File: src/core/cbc_pkg.sv
// Package: constants and types for the bus-control pin block
package cbc_pkg;

  // Bus/core ratio encoding held after reset
  typedef enum logic {CBC_RATIO_HALF, CBC_RATIO_TWO_THIRDS} cbc_ratio_t;

  // Register offsets on the plain register port
  localparam logic [3:0] CBC_OFS_CTRL   = 4'h0;
  localparam logic [3:0] CBC_OFS_STATUS = 4'h1;
  localparam logic [3:0] CBC_OFS_MCADDR = 4'h2;
  localparam logic [3:0] CBC_OFS_MCCTL  = 4'h3;
  localparam logic [3:0] CBC_OFS_DBGHIT = 4'h4;

  // Control register fields
  localparam int CBC_CTRL_PFS_LSB = 0;   // pin_function_select[1:0]
  localparam int CBC_CTRL_MCE_BIT = 2;   // machine_check_enable of control_reg_four
  localparam int CBC_CTRL_BPEN_LSB = 4;  // breakpoint enables [7:4]

  // Status register fields
  localparam int CBC_ST_RATIO_BIT = 0;
  localparam int CBC_ST_MCV_BIT   = 1;
  localparam int CBC_ST_MCX_BIT   = 2;
  localparam int CBC_ST_HOLD_BIT  = 3;
  localparam int CBC_ST_RETRY_BIT = 4;

  // Reset values
  localparam logic [1:0] CBC_PFS_RST  = 2'h3;   // Both low pins as perf monitor
  localparam logic [3:0] CBC_BPEN_RST = 4'h0;

  // Index of the last transfer of a four-transfer cacheable cycle
  localparam logic [1:0] CBC_BURST_LAST = 2'h3;

  // Non-warm reset length
  localparam int CBC_COLD_RESET_US = 1000;
  localparam int CBC_CLK_MHZ       = 125;
  localparam int CBC_COLD_RESET_CYC = CBC_COLD_RESET_US * CBC_CLK_MHZ;

endpackage : cbc_pkg

File: src/core/cbc_bus_ctrl.sv
// Bus-control and status pin logic of the processor bus interface
//
// Design decisions made here: the address map and strobed register access.
`timescale 1ns/10ps

module cbc_bus_ctrl
(
  input  wire logic                 clock_i,
  input  wire logic                 rst_n_i,
  // Pins
  input  wire logic                 ratio_strap_i,
  input  wire logic                 abort_retry_n_i,
  input  wire logic                 transfer_ready_n_i,
  input  wire logic                 cycle_failed_n_i,
  input  wire logic                 cacheable_input_n_i,
  input  wire logic [63:0]          data_i,
  output logic                      bus_want_out_o,
  output logic [3:0]                debug_match_out_o,
  output logic                      cache_n_o,
  output logic                      cycle_start_n_o,
  output logic [31:0]               addr_o,
  output logic                      addr_oe_o,
  output logic                      write_o,
  output logic                      write_oe_o,
  // Core side
  input  wire logic                 core_req_i,
  input  wire logic [31:0]          core_addr_i,
  input  wire logic                 core_write_i,
  input  wire logic                 core_cacheable_i,
  input  wire logic [3:0]           debug_hit_i,
  input  wire logic [1:0]           perf_event_i,
  output logic                      core_ack_o,
  output logic [63:0]               core_rdata_o,
  output logic                      core_rvalid_o,
  output logic                      core_fill_o,
  output logic                      machine_check_o,
  output cbc_pkg::cbc_ratio_t       ratio_o,
  // Register port
  input  wire logic [3:0]           reg_addr_i,
  input  wire logic [31:0]          reg_wdata_i,
  input  wire logic                 reg_wr_i,
  input  wire logic                 reg_rd_i,
  output logic [31:0]               reg_rdata_o
);
  import cbc_pkg::*;

  typedef enum logic [1:0] {CBC_IDLE, CBC_T1, CBC_T2, CBC_HOLD} cbc_state_t;

  ////////////////////////////////////////////////////////////////////////////
  // Pin synchronisers
  logic abort_n_s;
  logic ready_n_s;
  logic failed_n_s;
  logic cache_in_n_s;

  cbc_sync2 u_sync_abort
  (
    .clock_i   (clock_i),
    .rst_n_i   (rst_n_i),
    .d_i       (abort_retry_n_i),
    .q_o       (abort_n_s)
  );
  cbc_sync2 u_sync_ready
  (
    .clock_i   (clock_i),
    .rst_n_i   (rst_n_i),
    .d_i       (transfer_ready_n_i),
    .q_o       (ready_n_s)
  );
  cbc_sync2 u_sync_failed
  (
    .clock_i   (clock_i),
    .rst_n_i   (rst_n_i),
    .d_i       (cycle_failed_n_i),
    .q_o       (failed_n_s)
  );
  cbc_sync2 u_sync_cache
  (
    .clock_i   (clock_i),
    .rst_n_i   (rst_n_i),
    .d_i       (cacheable_input_n_i),
    .q_o       (cache_in_n_s)
  );

  // Data bus is qualified by burst ready, so it is only staged, not synchronised
  logic [63:0] data_m_r;
  logic [63:0] data_s_r;
  always_ff @(posedge clock_i)
  begin
    data_m_r <= data_i;
    data_s_r <= data_m_r;
  end

  cbc_ratio_strap u_ratio
  (
    .clock_i (clock_i),
    .rst_n_i (rst_n_i),
    .strap_i (ratio_strap_i),
    .ratio_o (ratio_o)
  );

  ////////////////////////////////////////////////////////////////////////////
  // Bus cycle state machine
  cbc_state_t  state_r;
  cbc_state_t  state_nxt;
  logic [31:0] cyc_addr_r;
  logic        cyc_write_r;
  logic        cyc_cache_r;
  logic [1:0]  beat_r;
  logic        retry_r;

  wire abort_w     = !abort_n_s;
  wire in_data_w   = (state_r == CBC_T2);
  wire ready_w     = in_data_w && !ready_n_s;
  wire last_beat_w = ready_w && (!cyc_cache_r || beat_r == CBC_BURST_LAST);
  wire new_cyc_w   = (state_r == CBC_IDLE) && core_req_i && !abort_w;
  wire restart_w   = (state_r == CBC_HOLD) && !abort_w && retry_r;

  always_comb
  begin
    state_nxt = state_r;
    unique case (state_r)
      CBC_IDLE: if (abort_w) state_nxt = CBC_HOLD;
                else if (new_cyc_w) state_nxt = CBC_T1;
      CBC_T1:   state_nxt = abort_w ? CBC_HOLD : CBC_T2;
      CBC_T2:   if (abort_w) state_nxt = CBC_HOLD;
                else if (last_beat_w) state_nxt = CBC_IDLE;
      CBC_HOLD: if (!abort_w) state_nxt = retry_r ? CBC_T1 : CBC_IDLE;
    endcase
  end

  always_ff @(posedge clock_i or negedge rst_n_i)
  begin
    if (!rst_n_i)
    begin
      state_r     <= CBC_IDLE;
      cyc_addr_r  <= 32'h0000_0000;
      cyc_write_r <= 1'b0;
      cyc_cache_r <= 1'b0;
      beat_r      <= 2'h0;
      retry_r     <= 1'b0;
    end
    else
    begin
      state_r <= state_nxt;
      if (new_cyc_w)
      begin
        cyc_addr_r  <= core_addr_i;
        cyc_write_r <= core_write_i;
        cyc_cache_r <= core_cacheable_i;
      end
      // Aborted cycle restarts from its first transfer
      if (new_cyc_w || restart_w || abort_w)
        beat_r <= 2'h0;
      else if (ready_w)
        beat_r <= beat_r + 2'h1;
      if (abort_w && state_r inside {CBC_T1, CBC_T2})
        retry_r <= 1'b1;
      else if (restart_w)
        retry_r <= 1'b0;
    end
  end

  // Floated while in hold; address and direction are the hold-floated pins
  wire drive_w = (state_r == CBC_T1) || (state_r == CBC_T2);
  assign addr_oe_o       = drive_w;
  assign write_oe_o      = drive_w;
  assign addr_o          = cyc_addr_r;
  assign write_o         = cyc_write_r;
  assign cycle_start_n_o = !(state_r == CBC_T1);
  assign cache_n_o       = !(drive_w && cyc_cache_r);
  assign bus_want_out_o  = core_req_i || retry_r || drive_w;
  assign core_ack_o      = new_cyc_w;

  ////////////////////////////////////////////////////////////////////////////
  // Read data return
  logic [63:0] rdata_r;
  logic        rvalid_r;
  logic        fill_r;
  always_ff @(posedge clock_i or negedge rst_n_i)
  begin
    if (!rst_n_i)
    begin
      rdata_r  <= 64'h0000_0000_0000_0000;
      rvalid_r <= 1'b0;
      fill_r   <= 1'b0;
    end
    else
    begin
      rvalid_r <= ready_w && !cyc_write_r && !abort_w;
      if (ready_w && !cyc_write_r)
        rdata_r <= data_s_r;
      // Cache input cannot override an uncacheable read
      fill_r <= ready_w && !cyc_write_r && !abort_w && cyc_cache_r && !cache_in_n_s;
    end
  end
  assign core_rdata_o  = rdata_r;
  assign core_rvalid_o = rvalid_r;
  assign core_fill_o   = fill_r;

  ////////////////////////////////////////////////////////////////////////////
  // Machine check capture
  logic [31:0] mc_addr_r;
  logic [1:0]  mc_ctl_r;
  logic        mc_valid_r;
  logic        mc_exc_r;
  logic [1:0]  pfs_r;
  logic [3:0]  bpen_r;
  logic        mce_r;

  wire failed_w  = !failed_n_s && drive_w;
  wire wr_w      = reg_wr_i;
  wire wr_ctrl_w = wr_w && (reg_addr_i == CBC_OFS_CTRL);
  wire clr_st_w  = wr_w && (reg_addr_i == CBC_OFS_STATUS);

  always_ff @(posedge clock_i or negedge rst_n_i)
  begin
    if (!rst_n_i)
    begin
      mc_addr_r  <= 32'h0000_0000;
      mc_ctl_r   <= 2'h0;
      mc_valid_r <= 1'b0;
      mc_exc_r   <= 1'b0;
    end
    else
    begin
      if (failed_w)
      begin
        mc_addr_r <= cyc_addr_r;
        mc_ctl_r  <= {cyc_cache_r, cyc_write_r};
      end
      // Set wins over a software clear in the same cycle
      mc_valid_r <= failed_w || (mc_valid_r && !(clr_st_w && reg_wdata_i[CBC_ST_MCV_BIT]));
      mc_exc_r   <= (failed_w && mce_r)
                    || (mc_exc_r && !(clr_st_w && reg_wdata_i[CBC_ST_MCX_BIT]));
    end
  end
  assign machine_check_o = mc_exc_r;

  ////////////////////////////////////////////////////////////////////////////
  // Control register and debug pins
  always_ff @(posedge clock_i or negedge rst_n_i)
  begin
    if (!rst_n_i)
    begin
      pfs_r  <= CBC_PFS_RST;
      bpen_r <= CBC_BPEN_RST;
      mce_r  <= 1'b0;
    end
    else if (wr_ctrl_w)
    begin
      pfs_r  <= reg_wdata_i[CBC_CTRL_PFS_LSB +: 2];
      bpen_r <= reg_wdata_i[CBC_CTRL_BPEN_LSB +: 4];
      mce_r  <= reg_wdata_i[CBC_CTRL_MCE_BIT];
    end
  end

  logic [3:0] dbg_r;
  genvar gi;
  generate
    for (gi = 0; gi < 4; gi++)
    begin : g_dbg
      wire hit_w = debug_hit_i[gi] && bpen_r[gi];
      if (gi < 2)
      begin : g_shared
        always_ff @(posedge clock_i or negedge rst_n_i)
        begin
          if (!rst_n_i)
            dbg_r[gi] <= 1'b0;
          else
            dbg_r[gi] <= pfs_r[gi] ? perf_event_i[gi] : hit_w;
        end
      end
      else
      begin : g_plain
        always_ff @(posedge clock_i or negedge rst_n_i)
        begin
          if (!rst_n_i)
            dbg_r[gi] <= 1'b0;
          else
            dbg_r[gi] <= hit_w;
        end
      end
    end
  endgenerate
  assign debug_match_out_o = dbg_r;

  ////////////////////////////////////////////////////////////////////////////
  // Register read
  logic [31:0] rd_mux_w;
  logic [31:0] rdata_q_r;
  always_comb
  begin
    rd_mux_w = 32'h0000_0000;
    unique case (reg_addr_i)
      CBC_OFS_CTRL:   rd_mux_w = {24'h000000, bpen_r, 1'b0, mce_r, pfs_r};
      CBC_OFS_STATUS: rd_mux_w = {27'h0000000, retry_r, state_r == CBC_HOLD,
                                  mc_exc_r, mc_valid_r, ratio_o == CBC_RATIO_TWO_THIRDS};
      CBC_OFS_MCADDR: rd_mux_w = mc_addr_r;
      CBC_OFS_MCCTL:  rd_mux_w = {30'h00000000, mc_ctl_r};
      CBC_OFS_DBGHIT: rd_mux_w = {28'h0000000, dbg_r};
      default:        rd_mux_w = 32'h0000_0000;
    endcase
  end

  always_ff @(posedge clock_i or negedge rst_n_i)
  begin
    if (!rst_n_i)
      rdata_q_r <= 32'h0000_0000;
    else
      rdata_q_r <= reg_rd_i ? rd_mux_w : 32'h0000_0000;
  end
  assign reg_rdata_o = rdata_q_r;

endmodule : cbc_bus_ctrl

File: src/core/cbc_sync2.sv
// Two-flop synchroniser for one pin level
`timescale 1ns/10ps
module cbc_sync2
(
  input  wire logic clock_i,
  input  wire logic rst_n_i,
  input  wire logic d_i,
  output logic      q_o
);
  logic meta_r;
  logic sync_r;

  // Resets to the idle high level shared by all active-low pins it serves
  always_ff @(posedge clock_i or negedge rst_n_i)
  begin
    if (!rst_n_i)
    begin
      meta_r <= 1'b1;
      sync_r <= 1'b1;
    end
    else
    begin
      meta_r <= d_i;
      sync_r <= meta_r;
    end
  end

  assign q_o = sync_r;

endmodule : cbc_sync2

File: src/core/cbc_ratio_strap.sv
// Captures the bus ratio strap while reset is held
`timescale 1ns/10ps
module cbc_ratio_strap
(
  input  wire logic          clock_i,
  input  wire logic          rst_n_i,
  input  wire logic          strap_i,
  output cbc_pkg::cbc_ratio_t ratio_o
);
  import cbc_pkg::*;

  logic       strap_s;
  logic       strap_meta_r;
  logic       strap_sync_r;
  cbc_ratio_t ratio_r;

  // Synchroniser kept free of reset so it keeps sampling during reset
  always_ff @(posedge clock_i)
  begin
    strap_meta_r <= strap_i;
    strap_sync_r <= strap_meta_r;
  end

  assign strap_s = strap_sync_r;

  // Clocked capture while reset is low; held from release onward
  // Floating strap is pulled high at the pad, so it lands on 2/3
  always_ff @(posedge clock_i)
  begin
    if (!rst_n_i)
      ratio_r <= strap_s ? CBC_RATIO_TWO_THIRDS : CBC_RATIO_HALF;
  end

  assign ratio_o = ratio_r;

endmodule : cbc_ratio_strap

File: config.mk
export PLATFORM = sky130hd
export DESIGN_NAME = cbc_bus_ctrl
export DESIGN_NICKNAME = d
export VERILOG_FILES = /design/src/core/cbc_pkg.sv /design/src/core/cbc_bus_ctrl.sv /design/src/core/cbc_sync2.sv /design/src/core/cbc_ratio_strap.sv
export SDC_FILE = /design/constraint.sdc
export NUM_CORES = 1
export LEC_CHECK = 0
export CORE_MARGIN = 4
export CORE_UTILIZATION = 54
export DETAILED_ROUTE_END_ITERATION = 10
export DONT_BUFFER_PORTS = 1
export GPL_TIMING_DRIVEN = 0
export PLACE_DENSITY = 0.69
export SETUP_SLACK_MARGIN = 0.2
export SLEW_MARGIN = 10
export SYNTH_ARGS = -nofsm -noshare
export SYNTH_HDL_FRONTEND = slang
export SYNTH_SLANG_ARGS = --single-unit
export TNS_END_PERCENT = 30
File: constraint.sdc
create_clock -name clock_i -period 2.5 [get_ports clock_i]
set_input_delay 0.25 -clock clock_i [delete_from_list [all_inputs] [get_ports clock_i]]
set_output_delay 0.25 -clock clock_i [all_outputs]
set_load 0.005 [all_outputs]
==> summary.txt <==
Hold Path Class: in2async
CTS buffer count: 31
Mapped Cells: 605
RSZ-0062 raised after global routing: no
Initial Utilization: 55.5%
Slew Limit Fails: 0
Reg clk slew, reported paths: 0.06 ns
GP Congestion: 0.796
root buffer cell: clkbuf_16
failing checks: hold timing
vias in the first global route: 5774
post-synthesis sequential area ratio: 74.3%
fillers: 1117
Synth Area in Adders: 0.748%
initial antenna violation count: 0
Clock Path Buffers: 3
largest net degree at the start of global routing: 194
Syn Nets: 761
clock sinks: 323
routed via count: 5209
type of origin of the critical path: flop
fin crit period: 2.16 ns
I/O pin total: 293
Simple-Gate Fraction of Synth Area: 4.28%
reg-to-reg critical path endpoint: mc_addr_r[25]$_DFFE_PN0P_
setup bufs post-CTS: 0
num rows: 49
setup violators final: 0
DR vias/cell: 5.13
die span in x: 144 um
TNS Setup: 0 ns
Worst Reg-to-Reg Cells: 6
mux cell area share after synthesis: 16.9%
Global Route Usage Sum: 19.0%
required time worst endpoint: 2.25 ns
final hold violation count: 192
Post-Place Cell Area: 10300 sq um
crit path buf inv count: 1
Critical Path Sink: bus_want_out_o
Clock Skew: 0.0119 ns
Setup CP Type: reg2out
grt total ovfl: 0
share of cells above drive strength 1: 29.3%
Clk Latency, worst-skew pair: 0.55 ns
initial DRC count: 137
Synth Area in XOR/XNOR: 0.0873%
hold_buf cts: 123
Syn Area/Cell: 16.6 sq um
final worst-path cycle share: 86.3%
max-cap violations: 0
slew of the pin with the lowest slew margin: 0.476 ns
Worst Setup SP: state_r[0]$_DFFE_PN0P_
Leak: 5.57 nW
Worst VDD drop: 973 uV
critical path's top delay family: flip-flops
cell area after layout: 12600 sq um
nets: 917
commonest cells after routing, fill and taps aside: dfrtp_1, mux2_2, dfxtp_1
Max Clock Freq: 464 MHz
Seq cells post-synth: 323
yosys warns: 0
CTS tree: built
count of cell types in the netlist: 43
Compound-Gate Fraction of Synth Area: 1.51%
CTS H-tree depth: 1
slew margin rel.: 68.0%
Antenna Cells: 0
Fin Hold WS: -0.604 ns
CP arrival: 1.91 ns
r2r startpoint: state_r[0]$_DFFE_PN0P_
Layout Area Growth over Synthesis: 25.5%
worst-path maximum fanout: 6
wirelength, routed: 20.5 mm
PortBufs: 0
Worst R2R Setup Slack: 0.37 ns
run status: finished with violations
slowest CP cell: dfrtp_1
Crit path depth: 3
Post-route DRC: 0
core region area: 18100 sq um
DIE HEIGHT: 144 um
mapped cell area: 10000 sq um
wire per inst: 20.2 um
DPL Wire Length: 13.0 mm
first-pass GRT wire length: 31.0 mm
ANT nets after route: 0
critical-path cell list: inv_1 -> ha_1 -> or3_1
largest family of logic cells by synthesized area: multiplexers
commonest non-fill, non-tap cell in the layout: dfrtp_1
Crit path largest cell delay: 0.45 ns
CP Capture Type: output pin
Pre-Repair DR Iteration Count: 4
die area: 20800 sq um
Power Density: 1170 nW/um^2
[worst min path at each step]
stage | startpoint | to | slack (ns) | cells past startpoint
6_report | rst_n_i | mc_addr_r[30]$_DFFE_PN0P_ | -0.60 | 0
5_1_grt | rst_n_i | mc_addr_r[23]$_DFFE_PN0P_ | -0.63 | 0
4_1_cts | rst_n_i | mc_addr_r[4]$_DFFE_PN0P_ | -0.63 | 0
3_5_place_dp | rst_n_i | addr_o[25]$_DFFE_PN0P_ | -0.04 | 0
3_3_place_gp | rst_n_i | addr_o[25]$_DFFE_PN0P_ | -0.04 | 0
2_1_floorplan | rst_n_i | addr_o[0]$_DFFE_PN0P_ | -0.05 | 0
[report_power, final]
part / internal, W / leakage [nW] / total, W / switching (W)
logic: 0.00156 / 1.58 / 0.00245 / 0.000897
clock network: 0.00279 / 0.519 / 0.00467 / 0.00188
registers: 0.00653 / 3.46 / 0.00765 / 0.00112
[metal layers]
metal | global-route usage [%] | vias up | wire length, um
li1 | - | 2358 | -
met1 | 21.7 | 2601 | 7620
met2 | 33.1 | 217 | 10300
met3 | 8.17 | 33 | 2190
met4 | 4.76 | 0 | 365
met5 | 0 | - | 0
[logic make-up (layout without fill, tap and decap cells)]
group	after synthesis	after routing
buffers and inverters	30	211
flip-flops	323	323
adder cells (fa/ha/maj)	6	6
multiplexers	151	151
AND/OR/NAND/NOR	71	71
XOR/XNOR	1	1
AO/OA/AOI/OAI	23	23
[final cells by class]
class	count	area, sq um	area share [%]
plain buffers	21	186	1.48
repair buffers	123	1230	9.78
clock buffers	46	893	7.09
multi-input cells	252	2360	18.7
inverters	9	33.8	0.268
flip-flops and latches	323	7450	59.2
clock inverters	12	151	1.20
well taps	229	287	2.28
[cells in the mapped netlist, drive strengths merged]
library cell	n	area share (%)
a31oi	2	0.19
or3	1	0.062
a211o	1	0.087
mux2	145	16
nor2b	1	0.062
dfxtp	130	26
clkbuf	2	0.10
dfrtp	182	45
inv	9	0.34
nor3	1	0.050
and3	1	0.062
mux2i	6	0.60
a32oi	2	0.17
o21ai	7	0.35
a21oi	4	0.20
and2	27	1.7
buf	19	1.8
a21o	1	0.075
nand3b	3	0.35
nand2	12	0.45
dfstp	10	2.6
o22ai	2	0.12
nand2b	2	0.20
nor4	2	0.12
nand3	4	0.37
edfxtp	1	0.30
xor2	1	0.087
nor2	16	0.77
and3b	1	0.087
a22o	1	0.087
ha	6	0.75
a22oi	3	0.22
[stage by stage]
step           setup WS (ns)  utilization, %  hold slack, ns  total power (W)  instances
3_5_place_dp           0.390            57.0         -0.0413           0.0100        834
6_report               0.343            69.6          -0.604           0.0148       1015
5_1_grt                0.224            69.6          -0.626           0.0155       1015
3_3_place_gp           0.447            57.0         -0.0411          0.00985        834
4_1_cts                0.304            69.6          -0.631           0.0149       1015
2_1_floorplan          0.714               -         -0.0456          0.00922        605
[flip-flops by register name (all words and copies together), names as in the netlist, 2 cells and up]
register / flops
core_rdata_o: 64
data_m_r: 64
data_s_r: 64
addr_o: 32
mc_addr_r: 32
reg_rdata_o: 32
bpen_r: 4
debug_match_out_o: 4
beat_r: 2
mc_ctl_r: 2
pfs_r: 2
state_r: 2
[timing repair]
action / CTS / global route
endpoints found under the hold margin: 320 / 192
resized for setup: 0 / 0
endpoints found under the setup margin: 0 / 0
[worst reg2reg max path, cell delays in order (launching register included)]
cell     delay, ns
dfrtp_1       0.45
inv_1         0.12
ha_1          0.42
nor2b_1       0.17
buf_2         0.24
buf_4         0.25
mux2_2        0.35
(Power assumes the default switching activity.)
